<file path="config.mk">
export PLATFORM = sky130hd
export DESIGN_NAME = pdc_diag_regs
export DESIGN_NICKNAME = d
export VERILOG_FILES = /design/src/core/pdc_diag_regs.v
export VERILOG_INCLUDE_DIRS = /design/src /design/src/core
export SDC_FILE = /design/constraint.sdc
export NUM_CORES = 1
export LEC_CHECK = 0
export BUFFER_PORTS_ARGS = -buffer_cell sky130_fd_sc_hd__buf_2
export CORE_MARGIN = 2
export CORE_UTILIZATION = 34
export CTS_CLUSTER_SIZE = 40
export DETAILED_ROUTE_END_ITERATION = 8
export GPL_TIMING_DRIVEN = 0
export PLACE_DENSITY = 0.51
export RECOVER_POWER = 25
export SYNTH_ARGS = -nofsm -noshare
export SYNTH_HDL_FRONTEND = slang
export SYNTH_SLANG_ARGS = --single-unit
</file>
<file path="constraint.sdc">
create_clock -name clock -period 5.1 [get_ports clock]
set_clock_uncertainty 0.2 [all_clocks]
set_input_delay 0.765 -clock clock [delete_from_list [all_inputs] [get_ports clock]]
set_output_delay 0.765 -clock clock [all_outputs]
set_load 0.02 [all_outputs]
</file>
<file path="src/core/pdc_regs.vh">
`ifndef PDC_REGS_VH
`define PDC_REGS_VH

// Register indices; byte address is four times the index.
`define PDC_IDX_AGC_BW          12'h116
`define PDC_IDX_BAD_THR         12'h121
`define PDC_IDX_TIM_THR         12'h122
`define PDC_IDX_LNK_THR         12'h123
`define PDC_IDX_TRAIN_TMR       12'h126
`define PDC_IDX_GAIN_LIM        12'h129
`define PDC_IDX_GAIN_RETRAIN    12'h130
`define PDC_IDX_ALINK_DIAG      12'h155
`define PDC_IDX_REFL_CTRL       12'h170
`define PDC_IDX_REFL_PULSE      12'h171
`define PDC_IDX_REFL_LISTEN     12'h173
`define PDC_IDX_REFL_SHORT      12'h177
`define PDC_IDX_IRQ_STATUS      12'h1f0
`define PDC_IDX_IRQ_MASK        12'h1f1

// Reset values.
`define PDC_RST_AGC_BW          16'h014a
`define PDC_RST_BAD_THR         15'h199a
`define PDC_RST_TIM_THR         15'h1027
`define PDC_RST_LNK_THR         15'h051c
`define PDC_RST_TRAIN_TMR       16'h461b
`define PDC_RST_GAIN_LIM        16'h000f
`define PDC_RST_GAIN_RETRAIN    16'h0001
`define PDC_RST_ALINK_LOW       4'h1
`define PDC_RST_REFL_CTRL       16'h0e52
`define PDC_RST_REFL_PULSE      16'hc85c
`define PDC_RST_REFL_LISTEN     16'hff1e
`define PDC_RST_REFL_SHORT      16'h189b

// Field positions.
`define PDC_BIT_ALINK_START     15
`define PDC_BIT_ALINK_BUSY      12
`define PDC_BIT_CROSS_DIS       14
`define PDC_BIT_TX_BYPASS       13
`define PDC_BIT_RX_BYPASS       12
`define PDC_BIT_RETRAIN_DIS     11
`define PDC_AVG_RESERVED        3'h7

// Interrupt status bits.
`define PDC_IRQ_ALINK_DONE      0
`define PDC_IRQ_RECOVERY        1
`define PDC_IRQ_LINKUP          2

`endif

</file>
<file path="src/core/pdc_diag_regs.v">
// Design decision made here: the plain strobed port.
`include "pdc_regs.vh"

module pdc_diag_regs
(
    // Clock and reset
    input  wire        clock,
    input  wire        arst_n,
    input  wire        clk_en,
    // Register port
    input  wire [11:0] reg_addr,
    input  wire [15:0] reg_wdata,
    input  wire        reg_wr,
    input  wire        reg_rd,
    output reg  [15:0] reg_rdata,
    // Receive DSP
    input  wire        dsp_mse_valid,
    input  wire [14:0] dsp_mse,
    input  wire        dsp_gain_retrain_req,
    input  wire [3:0]  dsp_gain_req,
    output reg         dsp_recovery,
    output reg         dsp_timing_locked,
    output reg         dsp_linkup_ok,
    output reg         dsp_gain_retrain,
    output reg  [3:0]  dsp_gain_index,
    output wire [2:0]  dsp_state_timer,
    output wire [5:0]  dsp_timing_timer,
    output wire [2:0]  dsp_gain_timer_a,
    output wire [2:0]  dsp_gain_timer_b,
    // Active-link cable test engine
    output reg         alink_start,
    input  wire        alink_done,
    input  wire [7:0]  alink_sum,
    // Reflectometry engine
    output wire        refl_cross_en,
    output wire        refl_tx_run,
    output wire        refl_rx_run,
    output wire [6:0]  refl_avg_cycles,
    output wire [3:0]  refl_pulse_level,
    output wire [7:0]  refl_listen_len,
    // Interrupt
    output wire        irq
);

    reg [15:0] agc_bw_ff;
    reg [14:0] bad_thr_ff;
    reg [14:0] tim_thr_ff;
    reg [14:0] lnk_thr_ff;
    reg [15:0] train_tmr_ff;
    reg [15:0] gain_lim_ff;
    reg [15:0] retrain_ff;
    reg        alink_busy_ff;
    reg [7:0]  alink_sum_ff;
    reg [3:0]  alink_low_ff;
    reg [15:0] refl_ctrl_ff;
    reg [15:0] refl_pulse_ff;
    reg [15:0] refl_listen_ff;
    reg [15:0] refl_short_ff;
    reg [2:0]  irq_stat_ff;
    reg [2:0]  irq_mask_ff;
    reg        done_s1_ff;
    reg        done_s2_ff;
    reg        done_d_ff;
    reg        linkup_d_ff;
    reg        recov_d_ff;
    reg [15:0] nxt_rdata;
    reg [3:0]  nxt_gain;
    wire       done_rise;
    wire [2:0] irq_evt;
    wire [3:0] gain_max;
    wire [3:0] gain_min;

    // One-hot select for a register index.
    function hit;
        input [11:0] addr;
        input [11:0] idx;
        begin
            hit = (addr == idx);
        end
    endfunction

    wire wr_alink = reg_wr && hit(reg_addr, `PDC_IDX_ALINK_DIAG);

    // The engine's done comes from the analog side, so it is synchronised.
    always @(posedge clock or negedge arst_n)
    begin
        if (!arst_n)
        begin
            done_s1_ff <= 1'b0;
            done_s2_ff <= 1'b0;
            done_d_ff  <= 1'b0;
        end
        else if (clk_en)
        begin
            done_s1_ff <= alink_done;
            done_s2_ff <= done_s1_ff;
            done_d_ff  <= done_s2_ff;
        end
    end

    assign done_rise = done_s2_ff && !done_d_ff;

    always @(posedge clock or negedge arst_n)
    begin
        if (!arst_n)
        begin
            agc_bw_ff      <= `PDC_RST_AGC_BW;
            bad_thr_ff     <= `PDC_RST_BAD_THR;
            tim_thr_ff     <= `PDC_RST_TIM_THR;
            lnk_thr_ff     <= `PDC_RST_LNK_THR;
            train_tmr_ff   <= `PDC_RST_TRAIN_TMR;
            gain_lim_ff    <= `PDC_RST_GAIN_LIM;
            retrain_ff     <= `PDC_RST_GAIN_RETRAIN;
            alink_low_ff   <= `PDC_RST_ALINK_LOW;
            refl_ctrl_ff   <= `PDC_RST_REFL_CTRL;
            refl_pulse_ff  <= `PDC_RST_REFL_PULSE;
            refl_listen_ff <= `PDC_RST_REFL_LISTEN;
            refl_short_ff  <= `PDC_RST_REFL_SHORT;
            irq_mask_ff    <= 3'h0;
        end
        else if (clk_en && reg_wr)
        begin
            case (reg_addr)
                `PDC_IDX_AGC_BW:       agc_bw_ff      <= reg_wdata;
                `PDC_IDX_BAD_THR:      bad_thr_ff     <= reg_wdata[14:0];
                `PDC_IDX_TIM_THR:      tim_thr_ff     <= reg_wdata[14:0];
                `PDC_IDX_LNK_THR:      lnk_thr_ff     <= reg_wdata[14:0];
                `PDC_IDX_TRAIN_TMR:    train_tmr_ff   <= reg_wdata;
                `PDC_IDX_GAIN_LIM:     gain_lim_ff    <= reg_wdata;
                `PDC_IDX_GAIN_RETRAIN: retrain_ff     <= reg_wdata;
                `PDC_IDX_ALINK_DIAG:   alink_low_ff   <= reg_wdata[3:0];
                `PDC_IDX_REFL_CTRL:    refl_ctrl_ff   <= {1'b0, reg_wdata[14:0]};
                `PDC_IDX_REFL_PULSE:   refl_pulse_ff  <= reg_wdata;
                `PDC_IDX_REFL_LISTEN:  refl_listen_ff <= reg_wdata;
                `PDC_IDX_REFL_SHORT:   refl_short_ff  <= reg_wdata;
                `PDC_IDX_IRQ_MASK:     irq_mask_ff    <= reg_wdata[2:0];
                default:               irq_mask_ff    <= irq_mask_ff;
            endcase
        end
    end

    // Start is a one-cycle pulse; the bit never stores, so it reads zero.
    always @(posedge clock or negedge arst_n)
    begin
        if (!arst_n)
        begin
            alink_start   <= 1'b0;
            alink_busy_ff <= 1'b0;
            alink_sum_ff  <= 8'h00;
        end
        else if (clk_en)
        begin
            alink_start <= wr_alink && reg_wdata[`PDC_BIT_ALINK_START] && !alink_busy_ff;
            if (wr_alink && reg_wdata[`PDC_BIT_ALINK_START])
                alink_busy_ff <= 1'b1;
            else if (done_rise && alink_busy_ff)
            begin
                alink_busy_ff <= 1'b0;
                alink_sum_ff  <= alink_sum;
            end
        end
    end

    // Error-level comparisons; one sample per valid strobe.
    always @(posedge clock or negedge arst_n)
    begin
        if (!arst_n)
        begin
            dsp_recovery      <= 1'b0;
            dsp_timing_locked <= 1'b0;
            dsp_linkup_ok     <= 1'b0;
        end
        else if (clk_en && dsp_mse_valid)
        begin
            dsp_recovery      <= (dsp_mse > bad_thr_ff);
            dsp_timing_locked <= (dsp_mse < tim_thr_ff);
            dsp_linkup_ok     <= (dsp_mse < lnk_thr_ff);
        end
    end

    assign gain_max = gain_lim_ff[7:4];
    assign gain_min = gain_lim_ff[3:0];

    // Clamp to the limits; if they cross, the upper limit takes precedence.
    always @*
    begin
        nxt_gain = dsp_gain_req;
        if (dsp_gain_req < gain_min)
            nxt_gain = gain_min;
        if (nxt_gain > gain_max)
            nxt_gain = gain_max;
    end

    always @(posedge clock or negedge arst_n)
    begin
        if (!arst_n)
        begin
            dsp_gain_index   <= 4'h0;
            dsp_gain_retrain <= 1'b0;
        end
        else if (clk_en)
        begin
            dsp_gain_index   <= nxt_gain;
            dsp_gain_retrain <= dsp_gain_retrain_req && !retrain_ff[`PDC_BIT_RETRAIN_DIS];
        end
    end

    assign dsp_state_timer  = train_tmr_ff[14:12];
    assign dsp_timing_timer = train_tmr_ff[11:6];
    assign dsp_gain_timer_a = train_tmr_ff[5:3];
    assign dsp_gain_timer_b = train_tmr_ff[2:0];

    assign refl_cross_en = !refl_ctrl_ff[`PDC_BIT_CROSS_DIS];
    assign refl_tx_run   = !refl_ctrl_ff[`PDC_BIT_TX_BYPASS];
    assign refl_rx_run   = !refl_ctrl_ff[`PDC_BIT_RX_BYPASS];
    // The reserved code is held at the largest legal count.
    assign refl_avg_cycles = (refl_ctrl_ff[10:8] == `PDC_AVG_RESERVED) ? 7'h40
                           : (7'h01 << refl_ctrl_ff[10:8]);
    assign refl_pulse_level = refl_pulse_ff[3:0];
    assign refl_listen_len  = refl_listen_ff[15:8];

    // Sticky events: completion, recovery entry, link-up permitted.
    always @(posedge clock or negedge arst_n)
    begin
        if (!arst_n)
        begin
            recov_d_ff  <= 1'b0;
            linkup_d_ff <= 1'b0;
        end
        else if (clk_en)
        begin
            recov_d_ff  <= dsp_recovery;
            linkup_d_ff <= dsp_linkup_ok;
        end
    end

    assign irq_evt = {dsp_linkup_ok && !linkup_d_ff,
                      dsp_recovery && !recov_d_ff,
                      done_rise && alink_busy_ff};

    // Set wins over a write-one clear in the same cycle.
    always @(posedge clock or negedge arst_n)
    begin
        if (!arst_n)
            irq_stat_ff <= 3'h0;
        else if (clk_en)
        begin
            if (reg_wr && hit(reg_addr, `PDC_IDX_IRQ_STATUS))
                irq_stat_ff <= (irq_stat_ff & ~reg_wdata[2:0]) | irq_evt;
            else
                irq_stat_ff <= irq_stat_ff | irq_evt;
        end
    end

    assign irq = |(irq_stat_ff & irq_mask_ff);

    always @*
    begin
        case (reg_addr)
            `PDC_IDX_AGC_BW:       nxt_rdata = agc_bw_ff;
            `PDC_IDX_BAD_THR:      nxt_rdata = {1'b0, bad_thr_ff};
            `PDC_IDX_TIM_THR:      nxt_rdata = {1'b0, tim_thr_ff};
            `PDC_IDX_LNK_THR:      nxt_rdata = {1'b0, lnk_thr_ff};
            `PDC_IDX_TRAIN_TMR:    nxt_rdata = train_tmr_ff;
            `PDC_IDX_GAIN_LIM:     nxt_rdata = gain_lim_ff;
            `PDC_IDX_GAIN_RETRAIN: nxt_rdata = retrain_ff;
            `PDC_IDX_ALINK_DIAG:   nxt_rdata = {3'h0, alink_busy_ff, alink_sum_ff, alink_low_ff};
            `PDC_IDX_REFL_CTRL:    nxt_rdata = refl_ctrl_ff;
            `PDC_IDX_REFL_PULSE:   nxt_rdata = refl_pulse_ff;
            `PDC_IDX_REFL_LISTEN:  nxt_rdata = refl_listen_ff;
            `PDC_IDX_REFL_SHORT:   nxt_rdata = refl_short_ff;
            `PDC_IDX_IRQ_STATUS:   nxt_rdata = {13'h0000, irq_stat_ff};
            `PDC_IDX_IRQ_MASK:     nxt_rdata = {13'h0000, irq_mask_ff};
            default:               nxt_rdata = 16'h0000;
        endcase
    end

    always @(posedge clock or negedge arst_n)
    begin
        if (!arst_n)
            reg_rdata <= 16'h0000;
        else if (clk_en)
            reg_rdata <= reg_rd ? nxt_rdata : 16'h0000;
    end

endmodule // pdc_diag_regs

</file>
==> results, run 1 <==
- Registers take 5610 um^2.
- The power consumption is about 3.9 mW.
- In this run, synthesis inferred 0 flip-flops with an integrated enable.
- Yosys attributes the largest share of cell area to dfrtp_1, dfstp_2, mux2_2, ha_1, o21ai_0.
- The share of total power dissipated in the clock network is 0.480.
- Entering global routing, the biggest net connects 98 pins.
- The fill cell instance count of the final layout is 3435.
- The CTS H-tree depth is 1.
- The biggest area contributor in the post-synthesis netlist is dfrtp_1.
- Setup violations remaining at the end of the flow were counted as 0.
- Setup repair after global routing left no endpoint under its margin.
- Of the synthesized area, sequential elements account for 0.474.
- In the synthesized netlist the dominant register cell turns out to be dfrtp_1.
- The worst setup path is captured at a flop.
- During synthesis, Yosys emitted a total of 0 warnings.
- The chip height is 191 um.
- The switching portion of total power is 0.242.
- The final reports fail on capacitance limit, slew limit.
- The count of routing violations after the opening detailed-route iteration is 830.
- The run finished, with violations left.
- Of the total power, registers draw 0.457.
- At the worst endpoint, the arrival time is 3.96 ns.
- During placement, the flow inserted port buffers numbering about 120.
- Yosys instantiated no cell more often than dfrtp_1.
- Summed over all layers, the routed wires come to 40000 um.
- The average vias per placed instance is 5.40.
- The full die area is about 36000 um^2.
- The routed length per instance is between 20 and 25 um.
- The share of synthesized area in the top cell type comes to 0.328.
- Measured along the x axis, the die boundary spans 191 um.
- The cell area after synthesis is around 12000 um^2.
- The required time at the worst-slack endpoint is 5.32 ns.
- Among all stages on the critical path, the largest delay is contributed by dfstp_2.
- After synthesis, the most frequently instantiated cells are dfrtp_1, mux2_2, nand2_1, o21ai_0, dfstp_2.
- A synthesized cell averages 11.1 um^2.
- No sink is reached through more buffers than the 3 on the longest clock path.
- Measured against its own limit, the worst slew margin works out to -0.455.
- The final cell area excluding filler cells is 13900 um^2.
- The clock period could shrink to 3.75 ns.
- The maximum frequency from static timing analysis is 0.267 GHz.
- The combinational cell fraction of total power is 0.063.
- Synthesis instantiated 80 different standard cells from the library.
- The number of clock buffers added by TritonCTS is 26.
- The worst stage delay on the critical path is 0.55 ns.
- Detailed placement finished with a half-perimeter wire length of 29900 um.
- The power per unit of standard cell area is about 280 nW/um^2.
- The first global-routing pass estimated 59400 um of wire.
- The worst hold path belongs to the class in2reg.
- The worst-case IR drop observed on VDD is 0.000215 V.
- Counting flops with an async set or reset pin after synthesis yields a share of 1.00.
- Summing all multi-input logic gate instances after layout gives 5420 um^2.
- Walking the worst path, the cells encountered are inv_1 -> ha_1 -> o21ai_0 -> a221oi_1 -> mux2_2 -> ha_1 -> nor2b_1 -> o21a_1 -> o21a_1 -> o21ai_1 -> mux2i_1 -> mux2_2.
- The clock root buffer master is clkbuf_16.
- The antenna diode count is 0.
- The first-pass detailed-route iteration total is 5.
- Compared with the post-synthesis result, the final layout area differs by 17.8%.
- The count of nets after finishing is 1335.
- The remaining antenna violation count after routing is 0.
- The number of sinks driven by the clock tree is 221.
- For this configuration, the core starts out at a cell density of 0.344.
- The via count of the first global-routing pass is 8989.
- The net count after synthesis is 1180.
- The via count is 9152.
- The internal power of the cells totals 2.95 mW.
- The number of max-cap violations is 1.
- The final critical-path share of the clock period is 0.735.
- The all-layer global routing usage is 0.221.
- STA classifies the critical path startpoint as a flop.
- After clock tree synthesis, the clock-pin slew on the worst setup and hold paths is roughly 0.060 ns.
- The register bit total from synthesis is about 220.
- The area of the placeable core is about 34000 um^2.
- Summed over all layers, the global routing overflow is 0.
- The transition time at the pin with the least slew margin is approximately 2.2 ns.
- The biggest fanout along the worst timing path is 6.
- The number of primary I/O pins is 126.
- Summed over all nets, the switching power comes to 0.945 mW.
- Row generation in the floorplan step produced 68 rows.
- The clock tree from TritonCTS is built.
- The congestion estimate from routability-driven global placement came to a little over 0.9.
- The final count of hold timing violations came to 0.
- For this design the static power due to leakage is 6.59 nW.
- The number of antenna violations at the first check in global routing is 2.
- For this run, design rule violations remaining after detail routing come to 0.
- The critical path is of the reg2reg type.
- At the later pin of the worst-skew pair, clock insertion delay measures 0.54 ns.
- The total cell area at the placement stage is 13100 um^2.
- The final max-slew violation count is 37.
- The layout cell share with drive strength beyond 1 is 0.367.
- Synthesis produced a netlist whose cell count is 1066.
## routing by layer
metal	routed length, um	up-vias	GRT usage
met1	18900	4634	0.324
li1	-	4167	-
met4	964	4	0.0566
met2	18000	286	0.346
met3	2140	61	0.0276
met5	30	-	0
## cells in the final DEF (no fill, tap or decap), drive strengths merged, types with 5 or more instances in the layout
master   Yosys  final
a21o         6      6
a32oi        7      7
clkinv       1      6
and2         5      5
dfstp       66     66
ha          51     51
nand2      101    101
nor3        21     21
nand4       14     14
nor2        21     21
a221oi       5      5
buf         65    188
mux2i       20     20
a21oi       40     40
inv         64     65
a22o        10     10
a222oi       5      5
o2bb2ai     13     13
a22oi       36     36
a2111oi      6      6
clkbuf      30     72
nor2b       10     10
nand3       11     11
mux2       143    143
o21ai       76     76
nor4         8      8
dfrtp      155    155
## what timing repair did
action                    4_1_cts  5_1_grt
resized for setup               0        0
buffers inserted                0        0
hold buffers                    1        0
hold endpoints to repair       21        0
## logic make-up after synthesis
kind of cell | count (synthesis) | share of synthesized area
simple gates | 222 | 0.104
flops | 221 | 0.474
xor+xnor | 3 | 0.00222
buf+inv | 160 | 0.0675
mux | 163 | 0.157
compound gates | 246 | 0.141
fa+ha+maj | 51 | 0.0539
## critical path, delay by kind of cell, from the launching register on
family                   cells  cell delay (ns)
AO/OA/AOI/OAI                5             1.24
adder cells (fa/ha/maj)      2             0.54
buffers and inverters        1             0.06
flip-flops                   1             0.55
multiplexers                 3             0.91
AND/OR/NAND/NOR              1             0.13
## power groups by stage
stage	registers (mW)	logic (mW)	clock network [mW]
floorplan	1.81	0.102	0
global placement	1.81	0.242	0
detailed placement	1.81	0.250	0
CTS	1.78	0.250	1.90
global route	1.78	0.271	1.98
finish	1.78	0.246	1.87
## cell type report
cell class / instances / area share
plain buffers: 95 / 0.0398
clock buffers: 39 / 0.0532
clock inverters: 9 / 0.00772
inverters: 65 / 0.0175
multi-input cells: 685 / 0.389
flip-flops and latches: 221 / 0.403
well taps: 455 / 0.0409
repair buffers: 127 / 0.0490
## state kept, by name, summed over array words and instances (netlist names), 3 cells and up
signal	count
dsp_gain_index	4
bad_thr_ff	15
reg_rdata	16
refl_short_ff	16
alink_sum_ff	8
alink_low_ff	4
irq_stat_ff	3
refl_ctrl_ff	15
gain_lim_ff	16
refl_pulse_ff	16
train_tmr_ff	16
agc_bw_ff	16
irq_mask_ff	3
lnk_thr_ff	15
refl_listen_ff	16
retrain_ff	16
tim_thr_ff	15
## through the flow
stage	utilization	setup WS [ns]	TNS, ns	std cells	hold WS (ns)
finish	0.405	1.35	0	1696	0.263
global route	0.405	1.13	0	1696	0.248
global placement	0.379	-1.02	-155.01	1645	0.263
floorplan	-	1.46	0	1066	0.259
CTS	0.406	1.37	0	1696	0.239
detailed placement	0.381	1.10	0	1647	0.269
## final timing paths
kind	startpoint	to	slack, ns	cells after the start
min in group asynchronous	arst_n	linkup_d_ff$_DFFE_PN0P_	1.23	2
worst min-delay path	dsp_gain_retrain_req	dsp_gain_retrain$_DFFE_PN0P_	0.26	2
worst min register to register	reg_rdata[15]$_DFFE_PN0P_	reg_rdata[15]$_DFFE_PN0P_	0.28	1
worst max register to register	gain_lim_ff[1]$_DFFE_PN1P_	dsp_gain_index[0]$_DFFE_PN0P_	1.35	12
max in group asynchronous	arst_n	alink_low_ff[0]$_DFFE_PN1P_	1.70	4
worst max-delay path	gain_lim_ff[1]$_DFFE_PN1P_	dsp_gain_index[0]$_DFFE_PN0P_	1.35	12
(Power assumes the default switching activity.)
==> run 2, diff against run 1 <==
PLACE_DENSITY = 0.53   (was 0.51)
clock period = 3.2 ns   (was 5.1 ns; I/O delays follow)
==> results, run 2 (synthesis gave the netlist of run 1 again) <==
- The power per unit of standard cell area is 440 nW/um^2 (+57%).
- The fill cell instance count of the final layout is 3374 (-1.8%).
- The all-layer global routing usage is 0.223 (+0.00166).
- The register-to-register path setup slack is 0.03 ns (-1.33 ns).
- The static leakage power is 6.69 nW (+1.6%).
- The full die area came to 36300 um^2 (unchanged).
- The global placement routability congestion came to 0.881 (-3.3%).
- The count of nets after finishing came to 1358 (+1.7%).
- Clock tree synthesis selected as its root buffer the cell clkbuf_16.
- STA classifies the critical path startpoint as a flop.
- The transition time at the pin with the least slew margin is 1.73 ns (-0.456 ns).
- The minimum period implied by the final worst setup slack is 3.17 ns (-0.573 ns).
- The remaining antenna violation count after routing is 0 (unchanged).
- The chip height came to 191 um (unchanged).
- The first-pass detailed-route iteration total came to 5 (unchanged).
- The combinational cell fraction of total power is 0.067 (+0.004).
- The total placed cells including tap cells was 1647 (unchanged).
- The maximum frequency from static timing analysis is 0.315 GHz (+18%).
- The final max-slew violation count is 117 (+220%).
- The worst stage delay on the critical path came to 0.54 ns (about the same).
- The area of the placeable core is 34400 um^2 (unchanged).
- The library cell used most frequently in the layout, excluding fill and tap cells, is dfrtp_1.
- The total cell area at the placement stage is 13100 um^2 (+0.11%).
- The clock slew at the register clock pins of the worst setup and hold paths is 0.06 ns (about the same).
- The biggest fanout along the worst timing path is 5 (-1).
- The cell type group with the largest total delay on the critical path is compound AO/OA/AOI/OAI gates.
- The pin count of the biggest net entering global routing is 118 (+20%).
- The final critical-path setup slack was 0.0266 ns (-1.33 ns).
- The layout cell share with drive strength beyond 1 was 0.369 (+0.00282).
- In the layout the commonest cells are dfrtp_1, buf_2, mux2_2.
- The effective utilization at floorplan is 0.344 (unchanged).
- The average vias per placed instance came to 5.38 (-0.39%).
- The sort of element at the end of the critical path is a flop.
- The number of buffers created by CTS is 27 (+3.8%).
- The via count of the first global-routing pass is 9291 (+3.4%).
- The number of sinks driven by the clock tree is 221 (unchanged).
- The worst path buffer plus inverter count is 1 (unchanged).
- The CTS H-tree depth is 1 (unchanged).
- In this run the worst hold path is classified as in2reg.
- The maximum buffer depth of the clock tree came to 3 (unchanged).
- The switching portion of total power came to 0.241 (-0.00196).
- The number of rows in the core area is 68 (unchanged).
- The number of I/O port buffers is 124 (unchanged).
- The first-pass GRT wire length is 60600 um (+2.0%).
- The run finished, with violations left.
- The kind of critical path is reg2reg.
- Setup repair after global routing could not meet its margin everywhere.
- The signed area change from the synthesized netlist to the final layout is 20.6%.
- The count of routing violations after the opening detailed-route iteration is 821 (-1.1%).
- The number of max-cap violations is 1 (unchanged).
- The final critical-path share of the clock period is 0.992 (+0.257).
- The number of primary I/O pins is 126 (unchanged).
- The via count was 9267 (+1.3%).
- The final count of hold timing violations is 0 (unchanged).
- The aggregate routed wire length was 40200 um (+0.39%).
- The final cell area excluding filler cells is 14300 um^2 (+2.4%).
- The cell at the slowest stage of the critical path is dfstp_2.
- The clock share of power is 0.480 (about the same).
- The net switching power figure is 1.51 mW (+60%).
- The share of power burned in registers is 0.453 (-0.004).
- The internal power is 4.77 mW (+61%).
- The final number of setup-violating endpoints is 0 (unchanged).
- The worst voltage drop across the vdd grid is 0.000335 V (+56%).
- The signal on the critical path passes through inv_2 -> ha_4 -> o21ai_2 -> a221oi_2 -> mux2_4 -> ha_4 -> nor2b_4 -> o21a_1 -> o21a_1 -> o21ai_4 -> mux2i_1 -> mux2_2.
- The required time at the worst-slack endpoint was 3.42 ns (-1.90 ns).
- The number of DRC violations after detailed routing is 0 (unchanged).
- The worst-case headroom to the max-slew limit is -0.151 (+0.304).
- The clock latency reported for the late side of the worst-skew pair was 0.54 ns (about the same).
- The number of antenna violations at the first check in global routing is 5 (+3).
- The checks that failed: capacitance limit, slew limit.
- The final-layout setup total negative slack is 0 ns (unchanged).
- The routed length per instance came to 23.3 um (-1.2%).
- TritonCTS built the clock tree.
- The data arrival time at the worst-slack endpoint is 3.40 ns (-0.56 ns).
- The sum of overflow across all layers after global routing is 0 (unchanged).
- The number of standard cells in the final layout excluding fillers came to 1724 (+1.7%).
- The post-detailed-placement half-perimeter wirelength was 29700 um (-0.86%).
- The worst slack after detailed placement came to -0.347 ns (-1.44 ns).
- The die width is 191 um (unchanged).
-- run 2: cell count changes in the layout (fill, tap and decap cells not counted), moves of 4 or more --
cell           delta
clkbuf_1          +5
ha_1              -6
buf_2             -6
buf_4             +4
ha_4              +6
dlygate4sd3_1    +18
diode_2           +5
-- run 2: path summary, 6_finish.rpt --
kind / start / to / cells after the start
min in group asynchronous: arst_n / linkup_d_ff$_DFFE_PN0P_ / 3
hold / removal: reg_wdata[7] / retrain_ff[7]$_DFFE_PN0P_ / 2
setup / recovery: gain_lim_ff[1]$_DFFE_PN1P_ / dsp_gain_index[0]$_DFFE_PN0P_ / 12
setup reg to reg: gain_lim_ff[1]$_DFFE_PN1P_ / dsp_gain_index[0]$_DFFE_PN0P_ / 12
max in group asynchronous: arst_n / refl_short_ff[10]$_DFFE_PN0P_ / 4
hold reg to reg: reg_rdata[10]$_DFFE_PN0P_ / reg_rdata[10]$_DFFE_PN0P_ / 1
-- run 2: power by group through the flow --
stage	logic (mW)	registers [mW]	clock network, mW
2_1_floorplan	0.164	2.89	0
3_3_place_gp	0.388	2.89	0
3_5_place_dp	0.402	2.89	0
4_1_cts	0.425	2.84	3.06
5_1_grt	0.462	2.84	3.19
6_report	0.421	2.84	3.01
-- run 2: worst reg2reg max path: stages, from the launching register on --
cell and delay (ns):
dfstp_2 0.54, inv_2 0.05, ha_4 0.25, o21ai_2 0.05, a221oi_2 0.32, mux2_4 0.36
ha_4 0.22, nor2b_4 0.12, o21a_1 0.15, o21a_1 0.19, o21ai_4 0.21, mux2i_1 0.11
mux2_2 0.27
-- run 2: cell type report --
| type | count | area, um^2 | share of cell area |
|---|---|---|---|
| inverter | 65 | 244 | 0.0171 |
| tap | 455 | 569 | 0.0399 |
| multi-input combinational | 685 | 5540 | 0.388 |
| clock inverter | 8 | 93.8 | 0.00658 |
| antenna | 5 | 12.5 | 0.000877 |
| buffer | 95 | 554 | 0.0388 |
| timing repair buffer | 149 | 872 | 0.0611 |
| clock buffer | 41 | 768 | 0.0538 |
| sequential | 221 | 5610 | 0.393 |
-- run 2: timing repair --
| item | CTS | global route |
|---|---|---|
| resized for setup | 5 | 12 |
| hold buffers | 19 | 0 |
| endpoints found under the hold margin | 92 | 0 |
| gates cloned | 0 | 0 |
| pin swaps | 3 | 4 |
| endpoints found under the setup margin | 4 | 4 |
| buffers inserted | 3 | 1 |
-- run 2: routing by layer --
| layer | up-vias | part of all wire | track usage |
|---|---|---|---|
| li1 | 4219 | - | - |
| met1 | 4707 | 0.47 | 0.325 |
| met2 | 287 | 0.45 | 0.345 |
| met3 | 54 | 0.058 | 0.0350 |
| met4 | 0 | 0.022 | 0.0564 |
| met5 | - | 0 | 0 |
-- run 2: metrics by stage --
step                hold WS [ns]  utilization  power, mW
floorplan                -0.0156            -       3.05
global placement           0.268        0.379       3.27
detailed placement         0.269        0.381       3.29
CTS                      0.00181        0.414       6.32
global route             0.00915        0.415       6.49
finish                    0.0128        0.415       6.27
